==> src/common/irmod_pkg.sv <==
// Purpose : constants, types and register map of the infrared modulation combiner
// Assumes : apb slave with 32-bit data, one aligned word per register
// Notes   : mode codes 1010 to 1111 follow the same pattern as 1000 and 1001
package irmod_pkg;

  localparam logic [11:0] ctrl_offset    = 12'h074;
  localparam logic [11:0] route_offset   = 12'h078;
  localparam logic [11:0] status_offset  = 12'h07c;
  localparam int          mode_width     = 4;
  localparam logic [3:0]  mode_reset     = 4'h0;
  localparam int          mode_uart_bit  = 3;
  localparam int          mode_or_bit_t  = 2;
  localparam logic [1:0]  route_reset    = 2'h0;
  localparam logic [31:0] reg_reset      = 32'h0000_0000;

  // source vector indices
  localparam int src_t1c1 = 0;
  localparam int src_t1c2 = 1;
  localparam int src_t2c1 = 2;
  localparam int src_t2c2 = 3;
  localparam int src_tx1  = 4;
  localparam int src_tx2  = 5;
  localparam int src_count = 6;

  typedef struct packed {
    logic timer_one_channel_one;
    logic timer_one_channel_two;
    logic timer_two_channel_one;
    logic timer_two_channel_two;
    logic serial_one_transmit;
    logic serial_two_transmit;
  } sources_s;

  typedef struct packed {
    logic [11:0] paddr;
    logic        psel;
    logic        penable;
    logic        pwrite;
    logic [31:0] pwdata;
  } apb_req_s;

  typedef enum logic [1:0] {
    st_setup  = 2'b01,
    st_access = 2'b10
  } bus_state_e;

endpackage

==> src/verilog/infrared_modulation_combiner.sv <==
// Purpose : combine carrier and data sources into the infrared output, apb control
// Assumes : sources arrive from other blocks and are synchronised here
// Notes   : transmit only; pin function and port lock live in the port logic
`timescale 1ns/1ps
module infrared_modulation_combiner
  import irmod_pkg::*;
(
  // clock and reset
  input  wire logic        pclk,
  input  wire logic        presetn,
  // apb slave
  input  wire logic [11:0] paddr,
  input  wire logic        psel,
  input  wire logic        penable,
  input  wire logic        pwrite,
  input  wire logic [31:0] pwdata,
  output logic      [31:0] prdata,
  output logic             pready,
  output logic             pslverr,
  // carrier and data sources
  input  wire logic        timer_one_channel_one,
  input  wire logic        timer_one_channel_two,
  input  wire logic        timer_two_channel_one,
  input  wire logic        timer_two_channel_two,
  input  wire logic        serial_one_transmit,
  input  wire logic        serial_two_transmit,
  // output pins
  output logic             pin_choice_a,
  output logic             pin_choice_b,
  output logic             pin_choice_a_oe,
  output logic             pin_choice_b_oe
);

  typedef struct packed {
    logic [mode_width-1:0] modulation_select;
    logic [1:0]            route;      // bit0 pin a, bit1 pin b
    logic [31:0]           rdata;
    logic                  ready;
    logic                  slverr;
    logic                  modulated_infrared_output;
    logic                  pa;
    logic                  pb;
    logic                  pa_oe;
    logic                  pb_oe;
  } top_state_t;

  top_state_t state_reg;
  top_state_t state_next;

  logic [src_count-1:0] src_sync;
  logic                 carrier;
  logic                 data_sig;
  logic                 combined;
  logic                 setup_phase;
  logic                 access_phase;

  // synchronise the internal source lines; serial transmit used without a pin
  irmod_sync #(.width(src_count)) u_sync (
    .pclk     (pclk),
    .presetn  (presetn),
    .async_in ({serial_two_transmit, serial_one_transmit, timer_two_channel_two,
                timer_two_channel_one, timer_one_channel_two, timer_one_channel_one}),
    .sync_out (src_sync)
  );

  // source pairing from the mode field
  always_comb begin
    carrier  = 1'b0;
    data_sig = 1'b0;
    if (state_reg.modulation_select[mode_uart_bit]) begin
      data_sig = state_reg.modulation_select[2] ? src_sync[src_tx2] : src_sync[src_tx1];
      case (state_reg.modulation_select[2:1])
        2'h0:    carrier = src_sync[src_t1c1];
        2'h1:    carrier = src_sync[src_t1c2];
        2'h2:    carrier = src_sync[src_t2c1];
        default: carrier = src_sync[src_t2c2];
      endcase
    end else begin
      carrier  = state_reg.modulation_select[1] ? src_sync[src_t1c2] : src_sync[src_t1c1];
      data_sig = state_reg.modulation_select[0] ? src_sync[src_t2c2] : src_sync[src_t2c1];
    end
  end

  // operation: timer modes use bit 2, serial modes use bit 0
  always_comb begin
    logic use_or;
    use_or = state_reg.modulation_select[mode_uart_bit] ? state_reg.modulation_select[0]
                                                        : state_reg.modulation_select[mode_or_bit_t];
    combined = use_or ? (carrier | data_sig) : (carrier & data_sig);
  end

  assign setup_phase  = psel && !penable;
  assign access_phase = psel && penable;

  // register file, bus answer and output staging
  always_comb begin
    state_next        = state_reg;
    state_next.ready  = 1'b0;
    state_next.slverr = 1'b0;
    if (setup_phase) begin
      state_next.ready = 1'b1;
      state_next.rdata = reg_reset;
      case (paddr)
        ctrl_offset:   state_next.rdata[mode_width-1:0] = state_reg.modulation_select;
        route_offset:  state_next.rdata[1:0] = state_reg.route;
        status_offset: state_next.rdata[0] = state_reg.modulated_infrared_output;
        default:       state_next.slverr = 1'b1;
      endcase
    end
    if (access_phase && state_reg.ready && pwrite) begin
      case (paddr)
        ctrl_offset:  state_next.modulation_select = pwdata[mode_width-1:0];
        route_offset: state_next.route = pwdata[1:0];
        default:      state_next.route = state_reg.route;
      endcase
    end
    if (access_phase && state_reg.ready) begin
      state_next.rdata = reg_reset;
    end
    state_next.modulated_infrared_output = combined;
    state_next.pa     = combined & state_reg.route[0];
    state_next.pb     = combined & state_reg.route[1];
    state_next.pa_oe  = state_reg.route[0];
    state_next.pb_oe  = state_reg.route[1];
  end

  // registers
  always_ff @(posedge pclk or negedge presetn) begin
    if (!presetn) begin
      state_reg                   <= '0;
      state_reg.modulation_select <= mode_reset;
      state_reg.route             <= route_reset;
    end else begin
      state_reg <= state_next;
    end
  end

  assign prdata          = state_reg.rdata;
  assign pready          = state_reg.ready;
  assign pslverr         = state_reg.slverr;
  assign pin_choice_a    = state_reg.pa;
  assign pin_choice_b    = state_reg.pb;
  assign pin_choice_a_oe = state_reg.pa_oe;
  assign pin_choice_b_oe = state_reg.pb_oe;

  // assertions
  a_reset_mode_zero: assert property (@(posedge pclk) $rose(presetn) |-> state_reg.modulation_select == mode_reset)
    else $error("mode not zero after reset");
  a_mode_write_lands: assert property (@(posedge pclk) disable iff (!presetn)
    access_phase && pready && pwrite && paddr == ctrl_offset |=> state_reg.modulation_select == $past(pwdata[3:0]))
    else $error("mode write lost");
  a_mode_readback: assert property (@(posedge pclk) disable iff (!presetn)
    setup_phase && !pwrite && paddr == ctrl_offset |=> pready && prdata == {28'h0, state_reg.modulation_select})
    else $error("mode readback wrong");
  a_and_default: assert property (@(posedge pclk) disable iff (!presetn)
    state_reg.modulation_select == 4'h0 |=> state_reg.modulated_infrared_output == $past(src_sync[0] & src_sync[2]))
    else $error("and of first channels wrong");
  a_or_timer: assert property (@(posedge pclk) disable iff (!presetn)
    state_reg.modulation_select == 4'h7 |=> state_reg.modulated_infrared_output == $past(src_sync[1] | src_sync[3]))
    else $error("or of second channels wrong");
  a_uart_and: assert property (@(posedge pclk) disable iff (!presetn)
    state_reg.modulation_select == 4'h8 |=> state_reg.modulated_infrared_output == $past(src_sync[4] & src_sync[0]))
    else $error("serial and wrong");
  a_uart_or: assert property (@(posedge pclk) disable iff (!presetn)
    state_reg.modulation_select == 4'h9 |=> state_reg.modulated_infrared_output == $past(src_sync[4] | src_sync[0]))
    else $error("serial or wrong");
  a_route_pin_b: assert property (@(posedge pclk) disable iff (!presetn)
    !state_reg.route[1] |=> !pin_choice_b && !pin_choice_b_oe)
    else $error("pin b driven while unrouted");
  a_answer_one: assert property (@(posedge pclk) disable iff (!presetn)
    setup_phase |=> pready ##1 !pready)
    else $error("apb answer timing wrong");

  c_mode_write: cover property (@(posedge pclk) access_phase && pready && pwrite && paddr == ctrl_offset);
  c_uart_mode:  cover property (@(posedge pclk) state_reg.modulation_select[3] && state_reg.modulated_infrared_output);
  c_pin_a_high: cover property (@(posedge pclk) pin_choice_a && pin_choice_a_oe);

endmodule

==> src/verilog/irmod_sync.sv <==
// Purpose : three-stage synchroniser with second/third agreement for source pins
// Assumes : one clock pclk, asynchronous active-low reset
// Notes   : first stage feeds only the second stage
`timescale 1ns/1ps
module irmod_sync #(
  parameter int width = 6
) (
  // clock and reset
  input  wire logic             pclk,
  input  wire logic             presetn,
  // data
  input  wire logic [width-1:0] async_in,
  output logic      [width-1:0] sync_out
);

  typedef struct packed {
    logic [width-1:0] s1;
    logic [width-1:0] s2;
    logic [width-1:0] s3;
    logic [width-1:0] held;
  } sync_state_t;

  sync_state_t state_reg;
  sync_state_t state_next;

  // shift chain and per-bit agreement filter
  always_comb begin
    state_next    = state_reg;
    state_next.s1 = async_in;
    state_next.s2 = state_reg.s1;
    state_next.s3 = state_reg.s2;
    for (int i = 0; i < width; i++) begin
      if (state_reg.s2[i] == state_reg.s3[i]) begin
        state_next.held[i] = state_reg.s3[i];
      end
    end
  end

  // registers
  always_ff @(posedge pclk or negedge presetn) begin
    if (!presetn) begin
      state_reg <= '0;
    end else begin
      state_reg <= state_next;
    end
  end

  assign sync_out = state_reg.held;

endmodule
==> config.mk <==
export PLATFORM = sky130hd
export DESIGN_NAME = infrared_modulation_combiner
export DESIGN_NICKNAME = d
export VERILOG_FILES = /design/src/common/irmod_pkg.sv /design/src/verilog/infrared_modulation_combiner.sv /design/src/verilog/irmod_sync.sv
export SDC_FILE = /design/constraint.sdc
export NUM_CORES = 1
export LEC_CHECK = 0
export BUFFER_PORTS_ARGS = -buffer_cell sky130_fd_sc_hd__buf_2
export CORE_UTILIZATION = 40
export CTS_CLUSTER_SIZE = 24
export DETAILED_ROUTE_END_ITERATION = 12
export PLACE_DENSITY = 0.82
export SLEW_MARGIN = 0
export SYNTH_ARGS = -nofsm -noshare
export SYNTH_HDL_FRONTEND = slang
export SYNTH_SLANG_ARGS = --single-unit
==> constraint.sdc <==
create_clock -name pclk -period 2.15 [get_ports pclk]
set_input_delay 0.1075 -clock pclk [delete_from_list [all_inputs] [get_ports pclk]]
set_output_delay 0.1075 -clock pclk [all_outputs]
set_load 0.005 [all_outputs]
==> run_results.csv, run 1 <==
group,metric,value,unit
grt,overflow,0,
logic_synthesis,yosysUniqueCellTypes,24,
job,max-cap-violations,0,
drt,first_pass_iters,2,
clock_network,cts-root-buf,"clkbuf_8",
clock_network,clk_path_buf_depth,2,
setup_path,cp.required,2.33,ns
logic_synthesis,netlist_instances,124,
floorplan,rows,23,
setup_path,path_cells,"nand2_1 -> mux4_2 -> maj3_1 -> and2_1",
floorplan,initial_utilization,0.420,
floorplan,dieArea,0.00453,mm²
floorplan,ioPinCount,93,
sta,setup_viol,0,
sta,max-slew-margin-rel,0.407,
logic_synthesis,ys_warn_count,0,
grt,grt_pass1_vias,849,
min_path,min_path_type,"in2reg",
setup_path,worstSetupPathType,"reg2reg",
min_path,hold_depth,2,
clock_network,ctsResizeCount,0,
logic_synthesis,ys.flop_type,"dfrtp_1",
final_layout,final_nets,223,
setup_path,ff2ff_setup_slack,0.44,ns
logic_synthesis,ys_seq_area_frac,0.602,
final_layout,area_growth,15.6,%
min_path,holdCritStartpoint,"pwdata[2]",
grt,grt_util_all_layers,0.117,
logic_synthesis,avgSynthCellArea,13.7,µm²
drt,vias,938,
final_layout,drive_above_1_share,0.333,
sta,setup_tns,0,ns
sta,max_freq,0.583,GHz
setup_path,r2r_start,"state_reg[43]",
logic_synthesis,ys_async_sr_fraction,1.00,
clock_network,cts.sinks,41,
drt,wire_per_inst,11.3,µm
sta,worst_clock_skew,0.00353,ns
drt,wirelength,2460,µm
setup_path,setup.worst_path.start,"state_reg[43]",
floorplan,core,0.00406,mm²
setup_path,start_kind,"register",
final_layout,fillerInstances,371,
min_path,holdPathEnd,"state_reg[43]",
placement,gp_congestion,0.752,
outcome,status,"completed",
setup_path,cp.arrival,1.89,ns
drt,ant_nets,0,
drt,avgViaCountPerCell,4.30,
setup_path,crit_fanout,5,
logic_synthesis,syn_area,0.00170,mm²
final_layout,antenna_cells,0,
drt,drc,0,
sta,worst_slew_pin_slew,0.890,ns
setup_path,rr_worst_depth,4,
clock_network,numCtsBuffers,5,
sta,period_share,0.797,
clock_network,post_cts_buffers,0,
sta,hold_ws,0.0658,ns
final_layout,post-route-util,0.486,
placement,dp_hpwl,1710,µm
floorplan,die_height,67.3,µm
setup_path,crit_slowest_cell,"mux4_2",
final_layout,largest_reg_flops,12,
sta,hold_violations,0,
power,leakage,1.00,nW
grt,grt_max_degree,42,
sta,drv_slew,0,
drt,dr.first_iter.drc_count,64,
logic_synthesis,synth-edff-count,0,
clock_network,cts.clk_slew.worst_paths,0.07,ns
setup_path,critPathCaptureType,"register",
sta,period_minus_slack,1.71,ns
grt,antenna_found_initial,0,
logic_synthesis,ys_ff_latch,41,
clock_network,cts_tree,"done",
setup_path,slowest_delay,0.49,ns
clock_network,htreeDepth,2,
grt,grt_pass1_wl,3750,µm
clock_network,clk_latency,0.28,ns
power,powerDensity,760,mW/mm²
sta,rsz0062_at_grt,"false",
setup_path,r2r-end,"pin_choice_a",
placement,numPortBuffers,36,
power,ir_drop,0.520,mV
floorplan,dieWidth,67.3,µm
[cells in the final DEF (no fill, tap or decap), types with 2 or more instances in the layout]
cell type      netlist  final
nand4_1              2      2
mux2i_1              3      3
buf_2                0     36
nor2_1               6      6
dfrtp_1             41     41
mux2_4               4      4
o21ai_0              3      3
mux2_2               4      4
inv_1                3      3
and2_1               2      2
a32o_1               2      2
clkbuf_8             0      5
conb_1               1     28
nand2_1              4      4
maj3_1               7      7
dlygate4sd3_1        0      7
[how the worst max path moves through the flow]
stage	end	slack, ns	cells after the start
2_1_floorplan	pin_choice_a	0.53	4
3_3_place_gp	pin_choice_b	0.45	4
3_5_place_dp	pin_choice_b	0.43	4
4_1_cts	pin_choice_b	0.42	4
5_1_grt	pin_choice_a	0.35	4
6_report	pin_choice_a	0.44	4
[Yosys cell counts, types with 2 or more instances]
master / number / area [µm²]
o21ai_0: 3 / 15.0
dfrtp_1: 41 / 1030
nand2_1: 4 / 15.0
inv_1: 3 / 11.3
a32o_1: 2 / 20.0
and2_1: 2 / 12.5
mux2i_1: 3 / 30.0
maj3_1: 7 / 70.1
mux2_2: 4 / 45.0
nand4_1: 2 / 12.5
buf_4: 32 / 240
mux2_4: 4 / 60.1
nor2_1: 6 / 22.5
[stage by stage]
step	setup slack, ns	std cells	power (mW)	cell area, µm²
floorplan	0.533	151	0.906	1810
global placement	0.450	204	0.917	1800
detailed placement	0.427	204	0.921	1800
CTS	0.418	218	1.51	1970
global route	0.345	218	1.56	1970
finish	0.436	218	1.50	1970
[kinds of logic after synthesis]
| logic type | count (synthesis) | synth area share |
|---|---|---|
| AND/OR/NAND/NOR | 20 | 0.0800 |
| adder cells (fa/ha/maj) | 7 | 0.0411 |
| AO/OA/AOI/OAI | 7 | 0.0279 |
| other | 1 | 0.00220 |
| flip-flops | 41 | 0.602 |
| multiplexers | 12 | 0.0925 |
| buffers and inverters | 36 | 0.154 |
[power by group]
group          leakage [nW]  switching [mW]  internal [mW]
Combinational         0.435          0.0510         0.0456
Sequential            0.514          0.0150          0.803
Clock                0.0540           0.245          0.337
Total                  1.00           0.311           1.19
[worst max-delay path, delay by kind of cell (launching register included)]
family | cells | cell delay [ns]
mux | 1 | 0.49
flops | 1 | 0.44
fa+ha+maj | 1 | 0.38
simple gates | 2 | 0.29
[what timing repair did]
item,in CTS,in global routing
hold buffers,7,0
endpoints found under the setup margin,0,0
endpoints found under the hold margin,47,0
[metal layers]
metal | part of all wire | GRT usage | wire, µm
met5 | 0 | 0 | 0
met4 | 0.010 | 0.0479 | 25
met3 | 0.065 | 0.0456 | 161
met2 | 0.49 | 0.189 | 1210
met1 | 0.43 | 0.140 | 1070
[area by class of cell]
type	instances	area [µm²]	share of cell area
Sequential cell	41	1030	0.521
Timing Repair Buffer	43	250	0.127
Tap cell	50	62.6	0.0317
Multi-Input combinational cell	74	517	0.262
Clock inverter	2	35.0	0.0178
Clock buffer	5	68.8	0.0349
Inverter	3	11.3	0.00571
Power figures use the tool's default switching activity.
==> run 2, diff against run 1 <==
--- a/config.mk
+++ b/config.mk
@@ -5,11 +5,12 @@
 export SDC_FILE = /design/constraint.sdc
 export NUM_CORES = 1
 export LEC_CHECK = 0
+export ABC_AREA = 1
 export BUFFER_PORTS_ARGS = -buffer_cell sky130_fd_sc_hd__buf_2
 export CORE_UTILIZATION = 40
 export CTS_CLUSTER_SIZE = 24
 export DETAILED_ROUTE_END_ITERATION = 12
-export PLACE_DENSITY = 0.82
+export PLACE_DENSITY = 0.84
 export SLEW_MARGIN = 0
 export SYNTH_ARGS = -nofsm -noshare
 export SYNTH_HDL_FRONTEND = slang
==> constraint.sdc (replaced) <==
create_clock -name pclk -period 1.5 [get_ports pclk]
set_input_delay 0.075 -clock pclk [delete_from_list [all_inputs] [get_ports pclk]]
set_output_delay 0.075 -clock pclk [all_outputs]
set_load 0.005 [all_outputs]
==> run 2 against run 1 <==
Effect of this change:
- synthesized cell count is 40% higher
- cell area is 5.0% higher
- total power is 44% higher
- count of clock-buffer cells in the layout stayed put
- routed wire length is 14% higher
- maximum frequency is 44% higher
- worst setup slack worse by 0.13 ns
- global-route usage is 1.3 points higher
- critical path type unchanged
- critical endpoint is now pin_choice_b
==> run_results.csv, run 2 <==
group,metric,value,unit
outcome,status,"completed",
grt,grt_util_all_layers,0.130,
logic_synthesis,ys_async_sr_fraction,1.00,
clock_network,htreeDepth,2,
clock_network,ctsResizeCount,0,
setup_path,crit_fanout,6,
logic_synthesis,ys.flop_type,"dfrtp_1",
power,p_int,1.70,mW
grt,overflow,0,
grt,grt_max_degree,42,
sta,drv_slew,0,
sta,max_freq,0.839,GHz
power,p_seq_frac,0.543,
logic_synthesis,ys_ff_latch,41,
job,max-cap-violations,0,
logic_synthesis,syn_area,0.00178,mm²
final_layout,antenna_cells,0,
setup_path,start_kind,"register",
clock_network,post_cts_buffers,0,
placement,gp_congestion,0.756,
floorplan,dieWidth,68.8,µm
logic_synthesis,yosysUniqueCellTypes,23,
logic_synthesis,ys_warn_count,0,
floorplan,dieArea,0.00473,mm²
power,p_comb_frac,0.073,
setup_path,cp.arrival,1.38,ns
floorplan,die_height,68.8,µm
setup_path,cp.required,1.68,ns
drt,wirelength,2790,µm
sta,setup_tns,0,ns
drt,wire_per_inst,10.3,µm
final_layout,largest_reg_flops,12,
placement,post_dp_cell_area,0.00190,mm²
clock_network,holdBufCountCts,7,
final_layout,fillerInstances,385,
power,leakage,1.12,nW
power,swShare,0.213,
setup_path,worstSetupPathType,"reg2reg",
final_layout,drive_above_1_share,0.255,
min_path,min_path_type,"in2reg",
floorplan,initial_utilization,0.431,
power,powerDensity,1040,mW/mm²
sta,period_minus_slack,1.19,ns
logic_synthesis,synth_top_area_cell,"dfrtp_1",
grt,grt_pass1_vias,962,
sta,hold_violations,0,
final_layout,layout_commonest_cell,"dfrtp_1",
sta,period_share,0.795,
power,total_power,2.16,mW
clock_network,cts.clk_slew.worst_paths,0.07,ns
grt,grt_pass1_wl,4240,µm
drt,dr.first_iter.drc_count,31,
drt,first_pass_iters,4,
sta,rsz0062_at_grt,"false",
final_layout,final_area,0.00207,mm²
placement,dp_hpwl,2000,µm
floorplan,core,0.00414,mm²
final_layout,final_nets,275,
logic_synthesis,ys_seq_area_frac,0.575,
drt,ant_nets,0,
placement,numPortBuffers,36,
final_layout,final_cell_mix,"dfrtp_1 (41), buf_2 (36), nand2_1 (33), conb_1 (28), inv_1 (17)",
logic_synthesis,netlist_instances,174,
logic_synthesis,avgSynthCellArea,10.3,µm²
power,ir_drop,0.665,mV
grt,antenna_found_initial,0,
clock_network,clk_path_buf_depth,2,
floorplan,rows,23,
power,clkPwrFrac,0.384,
power,switchingPower,0.461,mW
final_layout,area_growth,16.0,%
sta,worst_clock_skew,0.00515,ns
clock_network,cts_tree,"done",
logic_synthesis,synth_area_leaders,"dfrtp_1 (58%), buf_4 (13%), nand2_1 (6.9%)",
floorplan,ioPinCount,93,
drt,drc,0,
clock_network,cts-root-buf,"clkbuf_8",
sta,setup_viol,0,
clock_network,clk_latency,0.29,ns
drt,vias,1143,
clock_network,numCtsBuffers,5,
clock_network,cts.sinks,41,
setup_path,critPathCaptureType,"register",
logic_synthesis,synth-edff-count,0,
drt,avgViaCountPerCell,4.23,
logic_synthesis,yosysMostFrequentCell,"dfrtp_1",
sta,hold_ws,0.0468,ns
logic_synthesis,synth_common_cells,"dfrtp_1 (41), nand2_1 (33), buf_4 (32), inv_1 (17), nor2_1 (10)",
logic_synthesis,synth_top_area_frac,0.575,
[run 2: changes by cell type after synthesis, sizes merged, moves of 2 or more]
| cell | delta |
|---|---|
| nand3 | +9 |
| nand4 | -2 |
| inv | +15 |
| nor2 | +9 |
| mux2 | -8 |
| a32o | -2 |
| mux2i | -3 |
| o31ai | +2 |
| nand2 | +32 |
| o21ai | +5 |
[run 2: metal layers]
| layer | track usage | share of wire | wire [µm] | vias up |
|---|---|---|---|---|
| li1 | - | - | - | 573 |
| met4 | 0.0689 | 0.023 | 64 | 0 |
| met2 | 0.210 | 0.50 | 1400 | 40 |
| met5 | 0 | 0 | 0 | - |
| met3 | 0.0444 | 0.051 | 141 | 7 |
| met1 | 0.153 | 0.42 | 1180 | 523 |
[run 2: cell type report]
class	count	area, µm²	share of cell area
sequential	41	1030	0.496
multi-input combinational	110	552	0.267
timing repair buffer	44	258	0.125
clock buffer	5	68.8	0.0333
inverter	18	67.6	0.0326
tap	50	62.6	0.0302
clock inverter	2	35.0	0.0169
[run 2: critical path: stages, from the launching register on]
cell     delay [ns]
dfrtp_1        0.44
or2_0          0.24
nand3_1        0.06
nand2_1        0.05
inv_1          0.05
o21ai_1        0.06
nand2_1        0.14
nor2_1         0.06
[run 2: worst paths after layout]
| check | slack, ns | from | to | cells after the start |
|---|---|---|---|---|
| worst min-delay path | 0.05 | pwdata[2] | state_reg[43] | 3 |
| min in group asynchronous | 0.37 | presetn | pin_choice_b_oe | 3 |
| worst min register to register | 0.35 | u_sync.state_next[15] | u_sync.state_next[9] | 0 |
| worst max register to register | 0.31 | state_reg[42] | pin_choice_b | 7 |
| max in group asynchronous | 0.78 | presetn | state_reg[42] | 3 |
| worst max-delay path | 0.31 | state_reg[42] | pin_choice_b | 7 |
[run 2: cells by family (layout without fill, tap and decap cells)]
| family | count (synthesis) | in the layout | share of synthesized area |
|---|---|---|---|
| other | 1 | 28 | 0.00210 |
| AND/OR/NAND/NOR | 64 | 64 | 0.178 |
| buffers and inverters | 50 | 69 | 0.173 |
| flip-flops | 41 | 41 | 0.575 |
| adder cells (fa/ha/maj) | 6 | 6 | 0.0337 |
| AO/OA/AOI/OAI | 12 | 12 | 0.0386 |
[run 2: through the flow]
| step | utilization | instances | worst slack [ns] |
|---|---|---|---|
| after floorplan | - | 201 | 0.459 |
| after global placement | 0.457 | 256 | 0.336 |
| after detailed placement | 0.457 | 256 | 0.318 |
| after CTS | 0.499 | 270 | 0.306 |
| after global routing | 0.499 | 270 | 0.187 |
| final | 0.499 | 270 | 0.308 |
[run 2: power groups by stage]
stage | registers (mW) | logic, mW | clock network [mW]
final | 1.17 | 0.157 | 0.830
after floorplan | 1.19 | 0.126 | 0
after global routing | 1.18 | 0.184 | 0.897
after detailed placement | 1.20 | 0.144 | 0
after global placement | 1.19 | 0.139 | 0
after CTS | 1.18 | 0.158 | 0.858
